--- src/rtl/sfc_defs.svh ---
// register map, field positions and reset values of the split frame cropper
// assumes byte-wide registers reached over a plain strobe port
`ifndef SFC_DEFS_SVH
`define SFC_DEFS_SVH

// --------------------------------------------------------------------
// register offsets
// --------------------------------------------------------------------
`define SFC_OFS_HSTART_LOW  8'h36
`define SFC_OFS_EN_HSTART_HI 8'h37
`define SFC_OFS_HSTOP_LOW   8'h38
`define SFC_OFS_HSTOP_HIGH  8'h39
`define SFC_OFS_VSTART_LOW  8'h3A
`define SFC_OFS_VSTART_HIGH 8'h3B
`define SFC_OFS_VSTOP_LOW   8'h3C
`define SFC_OFS_VSTOP_HIGH  8'h3D
`define SFC_OFS_PORT_SEL    8'h40
`define SFC_OFS_STATUS      8'h41

// --------------------------------------------------------------------
// field positions
// --------------------------------------------------------------------
`define SFC_ENABLE_BIT  7
`define SFC_HIGH_MSB    4
`define SFC_SEL_BIT     0

// --------------------------------------------------------------------
// reset values
// --------------------------------------------------------------------
`define SFC_RST_COORD   13'h0000
`define SFC_RST_ENABLE  1'b0
`define SFC_RST_SEL     1'b0

`endif

--- src/rtl/sfc_pkg.sv ---
// shared types of the split frame cropper
// assumes 13-bit crop coordinates and byte registers
package sfc_pkg;
  typedef logic [12:0] sfc_coord_t;
  typedef logic [7:0] sfc_byte_t;
endpackage

--- src/rtl/sfc_port_crop.sv ---
// per-port crop stage: counts pixel and line position and blanks outside
// assumes a pixel strobe at the port rate and an active-high vsync
`timescale 1ns/1ps
`include "sfc_defs.svh"

module sfc_port_crop #(
  parameter int DW = 24
) (
  input wire logic core_clk_i,
  input wire logic rst_i,
  input wire logic stb_i,
  input wire logic [DW-1:0] data_i,
  input wire logic active_video_flag_i,
  input wire logic hsync_i,
  input wire logic vsync_i,
  input wire logic crop_en_i,
  input wire sfc_pkg::sfc_coord_t hstart_i,
  input wire sfc_pkg::sfc_coord_t hstop_i,
  input wire sfc_pkg::sfc_coord_t vstart_i,
  input wire sfc_pkg::sfc_coord_t vstop_i,
  output logic [DW-1:0] data_o,
  output logic active_video_flag_o,
  output logic hsync_o,
  output logic vsync_o
);

  typedef struct packed {
    sfc_pkg::sfc_coord_t x;
    sfc_pkg::sfc_coord_t y;
    logic de_d;
    logic [DW-1:0] data;
    logic de;
    logic hs;
    logic vs;
  } sfc_crop_s;

  sfc_crop_s st;
  sfc_crop_s next_st;
  logic keep;

  // --------------------------------------------------------------------
  // window test and counters
  // --------------------------------------------------------------------
  always_comb begin
    // x and y are the position of the pixel now on the input
    keep = !crop_en_i ||
      ((st.x >= hstart_i) && (st.x <= hstop_i) &&
       (st.y >= vstart_i) && (st.y <= vstop_i));
    next_st = st;
    if (stb_i) begin
      // origin is the first active pixel of the first active line
      next_st.x = active_video_flag_i ? sfc_pkg::sfc_coord_t'(st.x + 13'h0001) : 13'h0000;
      if (vsync_i) begin
        next_st.y = 13'h0000;
      end else if (st.de_d && !active_video_flag_i) begin
        next_st.y = sfc_pkg::sfc_coord_t'(st.y + 13'h0001);
      end
      next_st.de_d = active_video_flag_i;
      next_st.de = active_video_flag_i && keep;
      next_st.data = (active_video_flag_i && keep) ? data_i : '0;
      // syncs pass untouched, so removed pixels simply widen blanking
      next_st.hs = hsync_i;
      next_st.vs = vsync_i;
    end
  end

  always_ff @(posedge core_clk_i) begin
    if (rst_i) begin
      st <= '0;
    end else begin
      st <= next_st;
    end
  end

  assign data_o = st.data;
  assign active_video_flag_o = st.de;
  assign hsync_o = st.hs;
  assign vsync_o = st.vs;

  // --------------------------------------------------------------------
  // checks
  // --------------------------------------------------------------------
  property p_before_hstart;
    @(posedge core_clk_i) disable iff (rst_i)
    stb_i && crop_en_i && active_video_flag_i && (st.x < hstart_i) |=> !active_video_flag_o;
  endproperty
  a_before_hstart: assert property (p_before_hstart) else $error("pixel before start forwarded");

  property p_after_hstop;
    @(posedge core_clk_i) disable iff (rst_i)
    stb_i && crop_en_i && (st.x > hstop_i) |=> !active_video_flag_o && (data_o == '0);
  endproperty
  a_after_hstop: assert property (p_after_hstop) else $error("pixel after stop forwarded");

  property p_vwindow;
    @(posedge core_clk_i) disable iff (rst_i)
    stb_i && crop_en_i && ((st.y < vstart_i) || (st.y > vstop_i)) |=> !active_video_flag_o;
  endproperty
  a_vwindow: assert property (p_vwindow) else $error("line outside window forwarded");

  property p_bypass;
    @(posedge core_clk_i) disable iff (rst_i)
    stb_i && !crop_en_i |=> (active_video_flag_o == $past(active_video_flag_i)) &&
      (!active_video_flag_o || (data_o == $past(data_i)));
  endproperty
  a_bypass: assert property (p_bypass) else $error("disabled crop altered video");

  property p_sync_kept;
    @(posedge core_clk_i) disable iff (rst_i)
    stb_i |=> (hsync_o == $past(hsync_i)) && (vsync_o == $past(vsync_i));
  endproperty
  a_sync_kept: assert property (p_sync_kept) else $error("sync timing changed");

  property p_origin;
    @(posedge core_clk_i) disable iff (rst_i)
    stb_i && !active_video_flag_i |=> (st.x == 13'h0000);
  endproperty
  a_origin: assert property (p_origin) else $error("pixel index not reset in blanking");

endmodule // sfc_port_crop

--- src/rtl/sfc_top.sv ---
// split frame cropper: splits an alternate-pixel superframe into two
// half-rate streams and crops each to its own programmed rectangle
// assumes the superframe arrives already in alternate-pixel order,
// one pixel per clock, with active-high syncs
//
// Our own choice: strobed register access.
`timescale 1ns/1ps
`include "sfc_defs.svh"

// Functional notes
// - each split image may be cropped so each output carries a smaller resolution
// - each output runs at half the superframe pixel rate, cropping or not
// - cropped pixels and lines lengthen blanking, line and frame timing kept
// - superframe is split into alternate-pixel images first, then cropped
// - crop coordinates count from first pixel of first active line
// - crop settings per port; crop register access hits only the selected port
// - enable register bit 7 turns cropping on, resets to zero
// - 13-bit horizontal start: low byte register, upper five bits in enable register
// - pixels before horizontal start are blanked with data-enable low
// - horizontal stop names last forwarded pixel, low byte in own register
// - pixels after horizontal stop are blanked with data-enable low
// - horizontal positions are zero-based, up to line length minus one
// - horizontal stop bits 12:8 in next register bits 4:0, 7:5 read zero
// - vertical start names first forwarded line, earlier lines blanked
module sfc_top #(
  parameter int DW = 24,
  parameter int NPORT = 2
) (
  input wire logic core_clk_i,
  input wire logic rst_i,
  input wire logic [DW-1:0] sf_data_i,
  input wire logic sf_active_video_flag_i,
  input wire logic sf_hsync_i,
  input wire logic sf_vsync_i,
  input wire logic [7:0] reg_addr_i,
  input wire logic [7:0] reg_wdata_i,
  input wire logic reg_wr_i,
  input wire logic reg_rd_i,
  output logic [7:0] reg_rdata_o,
  output logic pix_stb_o,
  output logic [DW-1:0] p0_data_o,
  output logic p0_active_video_flag_o,
  output logic p0_hsync_o,
  output logic p0_vsync_o,
  output logic [DW-1:0] p1_data_o,
  output logic p1_active_video_flag_o,
  output logic p1_hsync_o,
  output logic p1_vsync_o
);

  typedef struct packed {
    logic [NPORT-1:0] crop_en;
    logic [NPORT-1:0][12:0] hstart;
    logic [NPORT-1:0][12:0] hstop;
    logic [NPORT-1:0][12:0] vstart;
    logic [NPORT-1:0][12:0] vstop;
    logic sel;
    logic [7:0] rdata;
    logic phase;
    logic prev_de;
    logic [DW-1:0] even_data;
    logic split_stb;
    logic [NPORT-1:0][DW-1:0] pdata;
    logic de_pair;
    logic hs_pair;
    logic vs_pair;
    logic stb_out;
  } sfc_top_s;

  sfc_top_s st;
  sfc_top_s next_st;

  logic [NPORT-1:0][DW-1:0] crop_data;
  logic [NPORT-1:0] crop_de;
  logic [NPORT-1:0] crop_hs;
  logic [NPORT-1:0] crop_vs;

  // high byte of a coordinate, reserved bits above it read zero
  function automatic logic [7:0] hi_byte(input logic [12:0] v);
    hi_byte = {3'h0, v[12:8]};
  endfunction

  // --------------------------------------------------------------------
  // registers, split and pairing
  // --------------------------------------------------------------------
  always_comb begin
    next_st = st;
    next_st.rdata = 8'h00;

    // writes land only in the port named by the select register
    if (reg_wr_i) begin
      unique case (reg_addr_i)
        `SFC_OFS_HSTART_LOW: next_st.hstart[st.sel][7:0] = reg_wdata_i;
        `SFC_OFS_EN_HSTART_HI: begin
          next_st.crop_en[st.sel] = reg_wdata_i[`SFC_ENABLE_BIT];
          next_st.hstart[st.sel][12:8] = reg_wdata_i[`SFC_HIGH_MSB:0];
        end
        `SFC_OFS_HSTOP_LOW: next_st.hstop[st.sel][7:0] = reg_wdata_i;
        `SFC_OFS_HSTOP_HIGH: next_st.hstop[st.sel][12:8] = reg_wdata_i[`SFC_HIGH_MSB:0];
        `SFC_OFS_VSTART_LOW: next_st.vstart[st.sel][7:0] = reg_wdata_i;
        `SFC_OFS_VSTART_HIGH: next_st.vstart[st.sel][12:8] = reg_wdata_i[`SFC_HIGH_MSB:0];
        `SFC_OFS_VSTOP_LOW: next_st.vstop[st.sel][7:0] = reg_wdata_i;
        `SFC_OFS_VSTOP_HIGH: next_st.vstop[st.sel][12:8] = reg_wdata_i[`SFC_HIGH_MSB:0];
        `SFC_OFS_PORT_SEL: next_st.sel = reg_wdata_i[`SFC_SEL_BIT];
        default: begin
        end
      endcase
    end

    // unmapped reads return zero
    if (reg_rd_i) begin
      unique case (reg_addr_i)
        `SFC_OFS_HSTART_LOW: next_st.rdata = st.hstart[st.sel][7:0];
        `SFC_OFS_EN_HSTART_HI: next_st.rdata = {st.crop_en[st.sel], 2'h0, st.hstart[st.sel][12:8]};
        `SFC_OFS_HSTOP_LOW: next_st.rdata = st.hstop[st.sel][7:0];
        `SFC_OFS_HSTOP_HIGH: next_st.rdata = hi_byte(st.hstop[st.sel]);
        `SFC_OFS_VSTART_LOW: next_st.rdata = st.vstart[st.sel][7:0];
        `SFC_OFS_VSTART_HIGH: next_st.rdata = hi_byte(st.vstart[st.sel]);
        `SFC_OFS_VSTOP_LOW: next_st.rdata = st.vstop[st.sel][7:0];
        `SFC_OFS_VSTOP_HIGH: next_st.rdata = hi_byte(st.vstop[st.sel]);
        `SFC_OFS_PORT_SEL: next_st.rdata = {7'h00, st.sel};
        `SFC_OFS_STATUS: next_st.rdata = {6'h00, crop_de[1], crop_de[0]};
        default: next_st.rdata = 8'h00;
      endcase
    end

    // phase realigns at each line start so the first active pixel is even;
    // an odd-length line would otherwise swap the two images mid-frame
    next_st.prev_de = sf_active_video_flag_i;
    if (sf_active_video_flag_i && !st.prev_de) begin
      // first active pixel of the line is even: hold it for the pair
      next_st.phase = 1'b0;
    end else begin
      next_st.phase = !st.phase;
    end
    next_st.split_stb = 1'b0;
    if (!next_st.phase) begin
      next_st.even_data = sf_data_i;
    end else begin
      // even pixel to port 0, odd pixel to port 1, one pair per two clocks
      next_st.pdata[0] = st.even_data;
      next_st.pdata[1] = sf_data_i;
      next_st.de_pair = sf_active_video_flag_i;
      next_st.hs_pair = sf_hsync_i;
      next_st.vs_pair = sf_vsync_i;
      next_st.split_stb = 1'b1;
    end
    next_st.stb_out = st.split_stb;
  end

  always_ff @(posedge core_clk_i) begin
    if (rst_i) begin
      st <= '0;
    end else begin
      st <= next_st;
    end
  end

  // --------------------------------------------------------------------
  // per-port crop stages
  // --------------------------------------------------------------------
  for (genvar gp = 0; gp < NPORT; gp++) begin : g_port
    sfc_port_crop #(
      .DW(DW)
    ) u_crop (
      .core_clk_i(core_clk_i),
      .rst_i(rst_i),
      .stb_i(st.split_stb),
      .data_i(st.pdata[gp]),
      .active_video_flag_i(st.de_pair),
      .hsync_i(st.hs_pair),
      .vsync_i(st.vs_pair),
      .crop_en_i(st.crop_en[gp]),
      .hstart_i(st.hstart[gp]),
      .hstop_i(st.hstop[gp]),
      .vstart_i(st.vstart[gp]),
      .vstop_i(st.vstop[gp]),
      .data_o(crop_data[gp]),
      .active_video_flag_o(crop_de[gp]),
      .hsync_o(crop_hs[gp]),
      .vsync_o(crop_vs[gp])
    );
  end

  assign reg_rdata_o = st.rdata;
  assign pix_stb_o = st.stb_out;
  assign p0_data_o = crop_data[0];
  assign p0_active_video_flag_o = crop_de[0];
  assign p0_hsync_o = crop_hs[0];
  assign p0_vsync_o = crop_vs[0];
  assign p1_data_o = crop_data[1];
  assign p1_active_video_flag_o = crop_de[1];
  assign p1_hsync_o = crop_hs[1];
  assign p1_vsync_o = crop_vs[1];

  // --------------------------------------------------------------------
  // checks
  // --------------------------------------------------------------------
  property p_half_rate;
    @(posedge core_clk_i) disable iff (rst_i)
    pix_stb_o && !(sf_active_video_flag_i && !st.prev_de) |=> !pix_stb_o;
  endproperty
  a_half_rate: assert property (p_half_rate) else $error("output strobe above half rate");

  property p_enable_write;
    @(posedge core_clk_i) disable iff (rst_i)
    reg_wr_i && (reg_addr_i == `SFC_OFS_EN_HSTART_HI) |=>
      (st.crop_en[$past(st.sel)] == $past(reg_wdata_i[7])) &&
      (st.hstart[$past(st.sel)][12:8] == $past(reg_wdata_i[4:0]));
  endproperty
  a_enable_write: assert property (p_enable_write) else $error("enable write not stored");

  property p_port_isolation;
    @(posedge core_clk_i) disable iff (rst_i)
    reg_wr_i && !st.sel |=> $stable(st.hstart[1]) && $stable(st.hstop[1]) && $stable(st.crop_en[1]);
  endproperty
  a_port_isolation: assert property (p_port_isolation) else $error("write hit unselected port");

  property p_reserved_zero;
    @(posedge core_clk_i) disable iff (rst_i)
    reg_rd_i && (reg_addr_i == `SFC_OFS_HSTOP_HIGH) |=>
      (reg_rdata_o == {3'h0, st.hstop[st.sel][12:8]});
  endproperty
  a_reserved_zero: assert property (p_reserved_zero) else $error("stop high read wrong");

endmodule // sfc_top

--- config.mk ---
export PLATFORM = sky130hd
export DESIGN_NAME = sfc_top
export DESIGN_NICKNAME = d
export VERILOG_FILES = /design/src/rtl/sfc_pkg.sv /design/src/rtl/sfc_port_crop.sv /design/src/rtl/sfc_top.sv
export VERILOG_INCLUDE_DIRS = /design/src /design/src/rtl
export SDC_FILE = /design/constraint.sdc
export NUM_CORES = 1
export LEC_CHECK = 0
export BUFFER_PORTS_ARGS = -buffer_cell sky130_fd_sc_hd__buf_2
export CORE_UTILIZATION = 55
export CTS_CLUSTER_DIAMETER = 40
export DETAILED_ROUTE_END_ITERATION = 16
export PLACE_DENSITY = 0.74
export REMOVE_ABC_BUFFERS = 1
export SETUP_SLACK_MARGIN = 0.2
export SYNTH_ARGS = -nofsm -noshare
export SYNTH_HDL_FRONTEND = slang
export SYNTH_HIERARCHICAL = 1
export SYNTH_SLANG_ARGS = --single-unit
--- constraint.sdc ---
create_clock -name core_clk_i -period 2.7 [get_ports core_clk_i]
set_clock_uncertainty 0.15 [all_clocks]
set_input_delay 0.81 -clock core_clk_i [delete_from_list [all_inputs] [get_ports core_clk_i]]
set_output_delay 0.81 -clock core_clk_i [all_outputs]
set_load 0.01 [all_outputs]
==> flow_summary.json <==
{
  "status": "finished, final reports clean",
  "worstSetupPathType": "reg -> reg",
  "clock-sinks": 301,
  "path_clk_slew_ps": 60,
  "drt-pass1-iter-count": 5,
  "dp_hpwl_um": 30300,
  "port_buffers": 109,
  "rrSetupSlack_ps": 200,
  "grt_first_pass_wirelength_um": 68200,
  "r2r-start": "st[107]",
  "layout.nets": 2083,
  "final_cell_mix": "nand2_1, dfxtp_1, a21oi_1, nor2_1",
  "end_kind": "flip-flop",
  "cts_tree": "done",
  "routabilityCongestion": 0.935,
  "setup_viol": 0,
  "synth_cell_types": 78,
  "p_sw_share_pct": 25.2,
  "placed_cells": 2251,
  "synthArstFlopShare_pct": 0,
  "antenna_found_initial": 0,
  "area_delta_synth_final_pct": 14.8,
  "ir_drop_v": 0.000496,
  "seq_area_frac_synth_pct": 38.2,
  "vias": 13700,
  "grt_max_degree": 68,
  "initial_core_util_pct": 56.3,
  "p_leak_nw": 7.15,
  "netlist_instances": 1881,
  "worstHoldStart": "st[72]",
  "routedWlPerCell_um": 18.7,
  "power.switching_w": 0.00281,
  "finalCritPeriodShare_pct": 92.6,
  "p_clk_share_pct": 52.2,
  "synth_flop_cell": "dfxtp_1",
  "syn_area_per_cell_um2": 8.38,
  "grt_pass1_vias": 12800,
  "hold_depth": 2,
  "fmax_ghz": 0.400,
  "hp-class": "reg -> reg",
  "via_per_inst": 5.84,
  "post-route-util_pct": 64.6,
  "cell_internal_pwr_w": 0.00834,
  "p_total_w": 0.0111,
  "routed_wl_um": 43800,
  "crit_required_ps": 3010,
  "synth_seq_cells": 301,
  "rsz0062_at_grt": "yes",
  "syn_area_um2": 15800,
  "hold_violations": 0,
  "gr-usage-all-layers_pct": 29.7,
  "num_rows": 61,
  "synth-edff-count": 0,
  "route.detailed.drc": 0,
  "fin_setup_tns_ps": 0,
  "numCtsBuffers": 43,
  "cp-start-kind": "flip-flop",
  "drv_cap": 0,
  "grt_overflow_total": 0,
  "layout_min_cycle_time_ps": 2500,
  "tightest_slew_ps": 1150,
  "ioPinCount": 110,
  "p_seq_share_pct": 41.3,
  "cts_max_level": 2,
  "crit_fanout": 7,
  "drive_above_1_share_pct": 19.2,
  "dieArea_um2": 29300,
  "root_buffer": "clkbuf_16",
  "finalNonFillerCells": 2341,
  "dieWidth_um": 171,
  "die_h_um": 171,
  "coreArea_um2": 28000,
  "drt_iter0_drc": 1107,
  "slew_headroom_pct": 23.2,
  "arrival_ps": 2810,
  "antenna_cells": 0,
  "postRouteAntennaNets": 0,
  "r2r_end": "g_port[1].u_crop/active_video_flag_o",
  "p_comb_share_pct": 6.5,
  "clk_path_buf_depth": 3,
  "slew_violations": 0,
  "hold_end": "st[23]",
  "insertion_delay_ps": 540,
  "ys_warn_count": 6,
  "reg2reg_depth": 10,
  "cellPowerDensity_nw_per_um2": 616
}
==> cells in the mapped netlist, types with 4 or more instances <==
cell type / instances / area, um2
clkbuf_1: 79 / 297
xnor2_1: 10 / 87.6
and3_1: 10 / 62.6
o2111ai_1: 4 / 35.0
nand2_1: 282 / 1060
nor3_1: 6 / 30.0
ha_1: 108 / 1350
o31ai_1: 6 / 45.0
o22ai_1: 12 / 75.1
nor2b_1: 15 / 93.8
nand2b_1: 5 / 31.3
o211ai_1: 26 / 195
nand4_1: 27 / 169
buf_6: 9 / 101
buf_2: 14 / 70.1
nand3_1: 46 / 230
or2_2: 7 / 43.8
a21oi_1: 186 / 931
buf_4: 65 / 488
or3_1: 6 / 37.5
o21ai_2: 41 / 359
mux2i_1: 77 / 771
dfxtp_1: 301 / 6030
nor2_1: 145 / 544
o21ai_0: 71 / 355
a31oi_1: 11 / 68.8
nor3b_1: 6 / 45.0
inv_1: 110 / 413
mux2_2: 21 / 236
a21o_1: 19 / 143
a22oi_1: 62 / 465
a211oi_1: 8 / 60.1
xor2_1: 19 / 166
==> worst max-delay path, cell delays in order (launching register included) <==
cell       delay, ps
dfxtp_2          320
inv_1             90
ha_4             200
and3_4           160
a221o_1          300
a221o_1          360
a31oi_2          200
o2111ai_4        160
buf_12           180
buf_12           150
a31oi_4          140
==> final cells by class <==
type                    instances  area, um2
multi-input cells            1300       8450
clock buffers                  51       1170
inverters                     110        413
fillers                      2289       9910
repair buffers                172       1210
clock inverters                29        337
flip-flops and latches        301       6050
well taps                     378        473
==> registers in the layout (all words and copies together) (netlist names) <==
name,cells
g_port.u_crop/data_o,48
st,183
g_port.u_crop/hsync_o,2
next_st,1
g_port.u_crop/vsync_o,2
pix_stb_o,1
g_port.u_crop/st,54
g_port.u_crop/active_video_flag_o,2
reg_rdata_o,8
==> layer usage <==
layer,track usage (%),routed length [um],part of all wire [%]
met5,0,0,0
met4,11.8,1680,3.8
met3,6.72,3860,8.8
met2,47.3,19500,44
met1,38.8,18800,43
==> power by group through the flow <==
stage	Sequential (W)	Clock [W]	Combinational, W
3_3_place_gp	0.00469	0	0.000631
6_report	0.00460	0.00582	0.000728
4_1_cts	0.00460	0.00588	0.000697
5_1_grt	0.00461	0.00609	0.000782
2_1_floorplan	0.00469	0	0.000284
3_5_place_dp	0.00470	0	0.000642
==> logic make-up after synthesis <==
kind of cell	count (synthesis)	share of synthesized area, %
AOI/OAI and AO/OA	478	19.5
xor gates and xnor gates	29	1.61
adders and majority gates	108	8.57
buffers and inverters	280	8.76
DFF	301	38.2
muxes	98	6.39
and+or+nand+nor	587	17.0
==> what timing repair did <==
item	in CTS	in global routing
pin swaps	3	19
endpoints found under the setup margin	18	43
endpoints found under the hold margin	0	0
cloned	2	1
hold buffers	0	0
setup buffers	2	5
resized for setup	10	28
==> stage by stage <==
stage / area [um2] / hold slack [ps] / worst slack [ps]
2_1_floorplan: 14800 / 284 / -1220
3_3_place_gp: 16400 / 296 / 158
3_5_place_dp: 16400 / 304 / 102
4_1_cts: 18000 / 311 / 201
5_1_grt: 18100 / 322 / 172
6_report: 18100 / 311 / 199
==> worst max-delay path by stage <==
stage / slack, ps / to / cells after the start / from
global placement: 160 / reg_rdata_o[0] / 6 / reg_addr_i[2]
finish: 200 / g_port[1].u_crop/active_video_flag_o / 10 / st[107]
detailed placement: 100 / g_port[1].u_crop/data_o[11] / 4 / rst_i
global route: 170 / g_port[1].u_crop/active_video_flag_o / 10 / st[107]
floorplan: -1220 / st[127] / 4 / st[87]
CTS: 200 / g_port[1].u_crop/active_video_flag_o / 9 / g_port[1].u_crop/st[34]
No activity file was read; power rests on OpenSTA's default activity.
